===== src/logic/picp_pkg.sv =====
// package for the posted interrupt clear/post block
// assumes a 32-bit axi4-lite bus and eight interrupt sources
package picp_pkg;
  // register map, byte addresses (printed offsets are not all multiples of 4)
  localparam logic [7:0]  PICP_CLR0_INDEX = 8'h00da;
  localparam logic [11:0] PICP_CLR0_ADDR  = {2'b00, PICP_CLR0_INDEX, 2'b00};
  localparam logic [11:0] PICP_MASK_ADDR  = 12'h0000;
  localparam logic [11:0] PICP_STAT_ADDR  = 12'h0004;
  localparam logic [11:0] PICP_CTRL_ADDR  = 12'h0008;
  localparam int          PICP_ADDR_W     = 12;
  localparam int          PICP_SRC_N      = 8;
  // bit positions of the sources
  localparam int PICP_BIT_I2C   = 7;
  localparam int PICP_BIT_SLEEP = 6;
  localparam int PICP_BIT_SPI   = 5;
  localparam int PICP_BIT_GPIO  = 4;
  localparam int PICP_BIT_TIMER = 3;
  localparam int PICP_BIT_TOUCH = 2;
  localparam int PICP_BIT_ANLG  = 1;
  localparam int PICP_BIT_VMON  = 0;
  // reset values
  localparam logic [7:0]  PICP_PEND_RST = 8'h00;
  localparam logic [7:0]  PICP_MASK_RST = 8'h00;
  localparam logic [31:0] PICP_ZERO32   = 32'h0000_0000;
  // axi responses
  localparam logic [1:0]  PICP_RESP_OK  = 2'b00;
  localparam logic [1:0]  PICP_RESP_ERR = 2'b10;
  // status bits of the event register
  localparam int PICP_EV_POST  = 0;
  localparam int PICP_EV_CLEAR = 1;
  localparam int PICP_EV_N     = 2;
endpackage


===== src/logic/picp_top.sv =====
// posted interrupt clear/post register slice behind axi4-lite
// assumes one 20 mhz clock; source requests are one-cycle or level inputs
//
// Decided for this implementation: register access over AXI4-Lite.
`timescale 1ns/10ps
module picp_top
  import picp_pkg::*;
(
  // clock and reset
  input  wire logic                   CLK_IN,
  input  wire logic                   RST_N_IN,
  // interrupt sources and software post enable
  input  wire logic                   I2C_REQ_IN,
  input  wire logic                   SLEEP_REQ_IN,
  input  wire logic                   SPI_REQ_IN,
  input  wire logic                   GPIO_REQ_IN,
  input  wire logic                   TIMER_REQ_IN,
  input  wire logic                   TOUCH_REQ_IN,
  input  wire logic                   ANALOG_REQ_IN,
  input  wire logic                   VMON_REQ_IN,
  input  wire logic                   SW_INT_ENABLE_IN,
  // pending state and interrupt
  output logic [PICP_SRC_N-1:0]       PENDING_OUT,
  output logic                        IRQ_OUT,
  // axi4-lite write address and data
  input  wire logic [PICP_ADDR_W-1:0] AWADDR_IN,
  input  wire logic                   AWVALID_IN,
  output logic                        AWREADY_OUT,
  input  wire logic [31:0]            WDATA_IN,
  input  wire logic [3:0]             WSTRB_IN,
  input  wire logic                   WVALID_IN,
  output logic                        WREADY_OUT,
  // axi4-lite write response
  output logic [1:0]                  BRESP_OUT,
  output logic                        BVALID_OUT,
  input  wire logic                   BREADY_IN,
  // axi4-lite read
  input  wire logic [PICP_ADDR_W-1:0] ARADDR_IN,
  input  wire logic                   ARVALID_IN,
  output logic                        ARREADY_OUT,
  output logic [31:0]                 RDATA_OUT,
  output logic [1:0]                  RRESP_OUT,
  output logic                        RVALID_OUT,
  input  wire logic                   RREADY_IN
);
  typedef struct packed {
    logic                   aw_got;
    logic [PICP_ADDR_W-1:0] awaddr;
    logic                   w_got;
    logic [31:0]            wdata;
    logic [3:0]             wstrb;
    logic                   bvalid;
    logic [1:0]             bresp;
    logic                   rvalid;
    logic [31:0]            rdata;
    logic [1:0]             rresp;
    logic [PICP_SRC_N-1:0]  mask;
    logic [PICP_SRC_N-1:0]  pend_out;
    logic                   irq;
    logic                   aw_rdy;
    logic                   w_rdy;
    logic                   ar_rdy;
  } picp_st_t;

  picp_st_t s_q;
  picp_st_t s_d;

  logic [PICP_SRC_N-1:0] src_req;
  logic [PICP_SRC_N-1:0] pend;
  logic [PICP_EV_N-1:0]  ev_flag;
  logic [PICP_EV_N-1:0]  ev_set;
  logic [PICP_EV_N-1:0]  ev_clr;
  logic                  wr_fire;
  logic                  wr_lane0;
  logic                  wr_clr0;
  logic                  wr_stat;
  logic                  wr_mask;
  logic                  rd_fire;

  // source lines placed at their documented bit positions
  always_comb begin
    src_req                 = '0;
    src_req[PICP_BIT_I2C]   = I2C_REQ_IN;
    src_req[PICP_BIT_SLEEP] = SLEEP_REQ_IN;
    src_req[PICP_BIT_SPI]   = SPI_REQ_IN;
    src_req[PICP_BIT_GPIO]  = GPIO_REQ_IN;
    src_req[PICP_BIT_TIMER] = TIMER_REQ_IN;
    src_req[PICP_BIT_TOUCH] = TOUCH_REQ_IN;
    src_req[PICP_BIT_ANLG]  = ANALOG_REQ_IN;
    src_req[PICP_BIT_VMON]  = VMON_REQ_IN;
  end

  // write decode once address and data are both held
  assign wr_fire  = s_q.aw_got && s_q.w_got && !s_q.bvalid;
  assign wr_lane0 = wr_fire && s_q.wstrb[0];
  assign wr_clr0  = wr_lane0 && (s_q.awaddr == PICP_CLR0_ADDR);
  assign wr_stat  = wr_lane0 && (s_q.awaddr == PICP_STAT_ADDR);
  assign wr_mask  = wr_lane0 && (s_q.awaddr == PICP_MASK_ADDR);
  assign rd_fire  = ARVALID_IN && s_q.ar_rdy;

  // per-source pending bits
  genvar gi;
  generate
    for (gi = 0; gi < PICP_SRC_N; gi++) begin : g_pend
      picp_pend_bit u_pend (
        .clk_in   (CLK_IN),
        .rst_n_in (RST_N_IN),
        .src_in   (src_req[gi]),
        .wr_in    (wr_clr0),
        .wdata_in (s_q.wdata[gi]),
        .swen_in  (SW_INT_ENABLE_IN),
        .pend_out (pend[gi])
      );
    end
  endgenerate

  // events: software post and software clear of a pending bit
  assign ev_set[PICP_EV_POST]  = wr_clr0 && SW_INT_ENABLE_IN
                                 && (|s_q.wdata[PICP_SRC_N-1:0]);
  assign ev_set[PICP_EV_CLEAR] = wr_clr0 && !SW_INT_ENABLE_IN
                                 && (|(~s_q.wdata[PICP_SRC_N-1:0] & pend));
  assign ev_clr = wr_stat ? s_q.wdata[PICP_EV_N-1:0] : '0;

  // sticky event flags
  generate
    for (gi = 0; gi < PICP_EV_N; gi++) begin : g_evt
      picp_evt_bit u_evt (
        .clk_in   (CLK_IN),
        .rst_n_in (RST_N_IN),
        .set_in   (ev_set[gi]),
        .clr_in   (ev_clr[gi]),
        .flag_out (ev_flag[gi])
      );
    end
  endgenerate

  // bus handshake, register file and outputs
  always_comb begin
    s_d = s_q;
    // write address and data taken independently
    if (AWVALID_IN && s_q.aw_rdy) begin
      s_d.aw_got = 1'b1;
      s_d.awaddr = AWADDR_IN;
    end
    if (WVALID_IN && s_q.w_rdy) begin
      s_d.w_got = 1'b1;
      s_d.wdata = WDATA_IN;
      s_d.wstrb = WSTRB_IN;
    end
    if (wr_fire) begin
      s_d.aw_got = 1'b0;
      s_d.w_got  = 1'b0;
      s_d.bvalid = 1'b1;
      if (s_q.awaddr == PICP_CLR0_ADDR || s_q.awaddr == PICP_MASK_ADDR
          || s_q.awaddr == PICP_STAT_ADDR || s_q.awaddr == PICP_CTRL_ADDR) begin
        s_d.bresp = PICP_RESP_OK;
      end else begin
        s_d.bresp = PICP_RESP_ERR;
      end
    end
    if (wr_mask) begin
      s_d.mask = s_q.wdata[PICP_SRC_N-1:0];
    end
    if (s_q.bvalid && BREADY_IN) begin
      s_d.bvalid = 1'b0;
    end
    // read path
    if (rd_fire) begin
      s_d.rvalid = 1'b1;
      s_d.rresp  = PICP_RESP_OK;
      case (ARADDR_IN)
        PICP_CLR0_ADDR: s_d.rdata = {24'h00_0000, pend};
        PICP_MASK_ADDR: s_d.rdata = {24'h00_0000, s_q.mask};
        PICP_STAT_ADDR: s_d.rdata = {30'h0000_0000, ev_flag};
        PICP_CTRL_ADDR: s_d.rdata = {31'h0000_0000, SW_INT_ENABLE_IN};
        default: begin
          s_d.rdata = PICP_ZERO32;
          s_d.rresp = PICP_RESP_ERR;
        end
      endcase
    end
    if (s_q.rvalid && RREADY_IN) begin
      s_d.rvalid = 1'b0;
    end
    // registered copies for the outputs
    s_d.pend_out = pend;
    s_d.irq      = |(ev_flag & s_q.mask[PICP_EV_N-1:0]);
    // ready flags registered; no new write while a response waits
    s_d.aw_rdy   = !s_d.aw_got && !s_d.bvalid;
    s_d.w_rdy    = !s_d.w_got && !s_d.bvalid;
    s_d.ar_rdy   = !s_d.rvalid;
  end

  // state register
  always_ff @(posedge CLK_IN or negedge RST_N_IN) begin
    if (!RST_N_IN) begin
      s_q          <= '0;
      s_q.mask     <= PICP_MASK_RST;
      s_q.pend_out <= PICP_PEND_RST;
      s_q.aw_rdy   <= 1'b1;
      s_q.w_rdy    <= 1'b1;
      s_q.ar_rdy   <= 1'b1;
    end else begin
      s_q <= s_d;
    end
  end

  // outputs straight from flip-flops
  assign PENDING_OUT = s_q.pend_out;
  assign IRQ_OUT     = s_q.irq;
  assign AWREADY_OUT = s_q.aw_rdy;
  assign WREADY_OUT  = s_q.w_rdy;
  assign BVALID_OUT  = s_q.bvalid;
  assign BRESP_OUT   = s_q.bresp;
  assign ARREADY_OUT = s_q.ar_rdy;
  assign RVALID_OUT  = s_q.rvalid;
  assign RDATA_OUT   = s_q.rdata;
  assign RRESP_OUT   = s_q.rresp;
endmodule


===== src/logic/picp_pend_bit.sv =====
// one pending bit: source set, software clear, software post
// assumes all inputs synchronous to the clock
`timescale 1ns/10ps
module picp_pend_bit
  import picp_pkg::*;
(
  // clock and reset
  input  wire logic clk_in,
  input  wire logic rst_n_in,
  // controls
  input  wire logic src_in,
  input  wire logic wr_in,
  input  wire logic wdata_in,
  input  wire logic swen_in,
  // state
  output logic      pend_out
);
  typedef struct packed {
    logic pend;
  } picp_pb_t;
  picp_pb_t s_q;
  picp_pb_t s_d;
  // next pending value; a set always beats a clear
  always_comb begin
    s_d = s_q;
    if (wr_in && !wdata_in && !swen_in) begin
      s_d.pend = 1'b0;
    end
    if (src_in || (wr_in && wdata_in && swen_in)) begin
      s_d.pend = 1'b1;
    end
  end
  // state register
  always_ff @(posedge clk_in or negedge rst_n_in) begin
    if (!rst_n_in) begin
      s_q <= '0;
    end else begin
      s_q <= s_d;
    end
  end
  assign pend_out = s_q.pend;
endmodule


===== src/logic/picp_evt_bit.sv =====
// sticky event flag, cleared by writing one, set beats clear
// assumes synchronous inputs
`timescale 1ns/10ps
module picp_evt_bit (
  // clock and reset
  input  wire logic clk_in,
  input  wire logic rst_n_in,
  // controls
  input  wire logic set_in,
  input  wire logic clr_in,
  // state
  output logic      flag_out
);
  typedef struct packed {
    logic flag;
  } picp_eb_t;
  picp_eb_t s_q;
  picp_eb_t s_d;
  // set wins over a same-cycle clear
  always_comb begin
    s_d = s_q;
    if (clr_in) begin
      s_d.flag = 1'b0;
    end
    if (set_in) begin
      s_d.flag = 1'b1;
    end
  end
  // state register
  always_ff @(posedge clk_in or negedge rst_n_in) begin
    if (!rst_n_in) begin
      s_q <= '0;
    end else begin
      s_q <= s_d;
    end
  end
  assign flag_out = s_q.flag;
endmodule


===== config.mk =====
export PLATFORM = sky130hd
export DESIGN_NAME = picp_top
export DESIGN_NICKNAME = d
export VERILOG_FILES = /design/src/logic/picp_pkg.sv /design/src/logic/picp_top.sv /design/src/logic/picp_pend_bit.sv /design/src/logic/picp_evt_bit.sv
export SDC_FILE = /design/constraint.sdc
export NUM_CORES = 1
export LEC_CHECK = 0
export BUFFER_PORTS_ARGS = -buffer_cell sky130_fd_sc_hd__buf_4
export CAP_MARGIN = 20
export CORE_MARGIN = 1
export CORE_UTILIZATION = 45
export DETAILED_ROUTE_END_ITERATION = 7
export PLACE_DENSITY = 0.82
export SLEW_MARGIN = 0
export SYNTH_ARGS = -nofsm -noshare
export SYNTH_HDL_FRONTEND = slang
export SYNTH_SLANG_ARGS = --single-unit

===== constraint.sdc =====
create_clock -name CLK_IN -period 3.3 [get_ports CLK_IN]
set_clock_uncertainty 0.15 [all_clocks]
set_input_delay 0.495 -clock CLK_IN [delete_from_list [all_inputs] [get_ports CLK_IN]]
set_output_delay 0.495 -clock CLK_IN [all_outputs]
set_load 0.01 [all_outputs]

==> impl_results.md <==
- Die X: roughly 85 microns
- CTS buffer count: 9
- Seq cells post-synth: 65
- Endpoints failing hold: 0
- Tot Pwr: approximately 2.3 mW
- Most frequent cells after synthesis: 62 x dfrtp_1, 44 x buf_4, 30 x mux2_2
- Slowest cell delay on critical path: ~0.74 ns
- Post-synthesis sequential area ratio: 0.5222
- CP startpoint kind: flop
- Max-slew violation count: 0
- Post-CTS Setup Bufs: 0
- Drt via density: 5.108
- Clock transition at path regs: roughly 0.080 ns
- Max-cap violations: 0
- Pre-CTS setup slack: 0.9165 ns
- Leakage: ~1.8 nW
- DRT iter0 DRCs: 82
- Mapped cell area: between 3000 and 4000 sq um
- CTS tree: built
- Post-DR wirelength/cell: 14.23 microns
- Crit path max fanout: 18
- CTS resizes: 0
- Vias: between 2000 and 2500
- Site Rows: 29
- Post-route DRC: 0
- Critical Path Sink Type: flop
- Final RePlAce weighted congestion: approximately 0.75
- Worst-margin pin slew: between 0.7 and 0.8 ns
- Layout cells sized above 1: 0.3776
- Hold-fix buffers at CTS: 0
- Htree depth: 3
- Area contributors post-synth: dfrtp_1 50%, mux2_2 11%, buf_4 11%, a22o_1 4.2%, dfstp_2 2.5%
- CP Data Required Time: 3.37 ns
- Post-synth top area share: 0.4970
- RSZ-0062 raised after global routing: no
- Arrival time worst endpoint: 2.45 ns
- Number of I/O pins: around 130
- Die ar.: approximately 7300 sq um
- # setup viols final: 0
- Final period util: 0.7229
- GR Overflow Total: 0
- Post-route antenna net violation count: 0
- Pwr dens: ~630 nW/um^2
- First-pass GRT wire length: approximately 10000 microns
- Fmax achieved: 419.2 MHz
- Setup TNS: 0 ns
- CTS Buffer Depth: 2
- Outcome: finished clean
- Setup WS post-layout: between 0.9 and 1 ns
- GRT Util Overall: 0.1749
- Largest net degree at the start of global routing: 66
- Min Hold Slack: slightly below 0.1 ns
- Synth async-reset ratio: 1.000
- Initial antenna violation count: 0
- Largest area contributor in the netlist: dfrtp_1
- I/O Buffers: 72
- Die Y: approximately 85 microns
- Max IR drop VDD: 455.2 uV
- Ys flop type: dfrtp_1
- Hold Crit Class: input port to asynchronous set/reset pin
- Most numerous cell in the Yosys netlist: dfrtp_1
- Cell Chain, Critical Path: or4_4 > nor4_4 > nor3b_1 > o31ai_1
- Clk_lat worst skew: between 0.3 and 0.4 ns
- CTS Sinks: 65
- Total wire length: 5806 microns
- Setup CP Type: flop to flop
- Starting density of the core: 0.4780
- Slowest stage cell, crit path: nor4_4
- Number of global-route vias before repair: just over 2000
- Core Footprint: around 6500 sq um
- Synth unique cells: 38
- Fin nets: between 400 and 500
- Syn avg cell area: around 12 sq um
- Fin crit period: ~2.4 ns
- Area Growth Syn to Fin: 18.64%
- Number of synthesized flops with an enable pin: 0
- Slew HR: 0.4813
- Ant diodes: 0
- WP buf/inv: 0
- Ys Warns: 0
- Root buf cell: clkbuf_8
- Post-DP HPWL: 4278 microns
- Crit path max-delay family: simple AND/OR/NAND/NOR gates
- Router iterations before antenna repair: 4
- Gate Count Post-Synth: 268
registers in the layout, indices dropped and copies added, names as in the netlist:
register                cells
ARREADY_OUT                 1
AWREADY_OUT                 1
BRESP_OUT                   1
BVALID_OUT                  1
IRQ_OUT                     1
PENDING_OUT                 8
RDATA_OUT                   8
RRESP_OUT                   1
RVALID_OUT                  1
WREADY_OUT                  1
g_evt.u_evt.flag_out        2
g_pend.u_pend.pend_out      8
s_q                        31
cells by family after synthesis:
group	after synthesis	synth area share
buffers and inverters	66	0.1351
other	1	0.001201
AOI/OAI and AO/OA	49	0.1130
muxes	32	0.1146
DFF	65	0.5222
and+or+nand+nor	55	0.1138
worst reg2reg max path, cell delays in order (launching register included):
cell and delay (ns):
dfrtp_1 0.37, or4_4 0.59, nor4_4 0.74, nor3b_1 0.32, o31ai_1 0.10
through the flow:
step	util	instance area, sq um	std cells
after detailed placement	0.5351	3495	393
after global placement	0.5351	3495	393
final	0.5671	3704	408
after global routing	0.5671	3704	408
after floorplan	-	3216	293
after CTS	0.5671	3704	408
routing by layer:
metal,GRT usage,part of all wire,up-vias
li1,-,-,1007
met1,0.2212,0.44,978
met2,0.2874,0.47,90
met3,0.04572,0.075,9
met4,0.07121,0.014,0
met5,0,0,-
power breakdown:
| part | switching (mW) | total (mW) | internal (mW) |
|---|---|---|---|
| Clock | 0.296 | 0.717 | 0.421 |
| Combinational | 0.194 | 0.445 | 0.251 |
| Sequential | 0.181 | 1.16 | 0.978 |
| Total | 0.670 | 2.32 | 1.65 |
cell type report:
class                   count  area [sq um]
clock buffers              10         127.6
well taps                  77         96.34
repair buffers             72         540.5
multi-input cells         162          1164
fillers                   580          2828
inverters                  17         63.81
flip-flops and latches     65          1630
clock inverters             5         81.33
placed cells by master, fill, tap and decap left out, drive strengths merged, types with 3 or more instances in the layout:
cell | Yosys | final
nand2 | 9 | 9
or4 | 3 | 3
nor4 | 6 | 6
inv | 17 | 17
conb | 1 | 26
dfstp | 3 | 3
dfrtp | 62 | 62
nor3b | 9 | 9
buf | 46 | 72
clkbuf | 3 | 10
o22ai | 5 | 5
o21ai | 3 | 3
a22o | 15 | 15
or4b | 3 | 3
o31ai | 8 | 8
nor2b | 3 | 3
mux2 | 30 | 30
nor2 | 14 | 14
a21oi | 12 | 12
path summary, 6_finish.rpt:
path / startpoint / to / slack (ns) / cells after the start
min in group CLK_IN: GPIO_REQ_IN / g_pend[4].u_pend.pend_out / 0.20 / 3
worst max-delay path: s_q[99] / g_pend[6].u_pend.pend_out / 0.91 / 4
worst max register to register: s_q[99] / g_pend[6].u_pend.pend_out / 0.91 / 4
worst min register to register: g_pend[0].u_pend.pend_out / PENDING_OUT[0] / 0.30 / 0
max in group asynchronous: RST_N_IN / PENDING_OUT[0] / 2.39 / 1
worst min-delay path: RST_N_IN / s_q[67] / 0.1 / 1
Power figures use the tool's default switching activity.
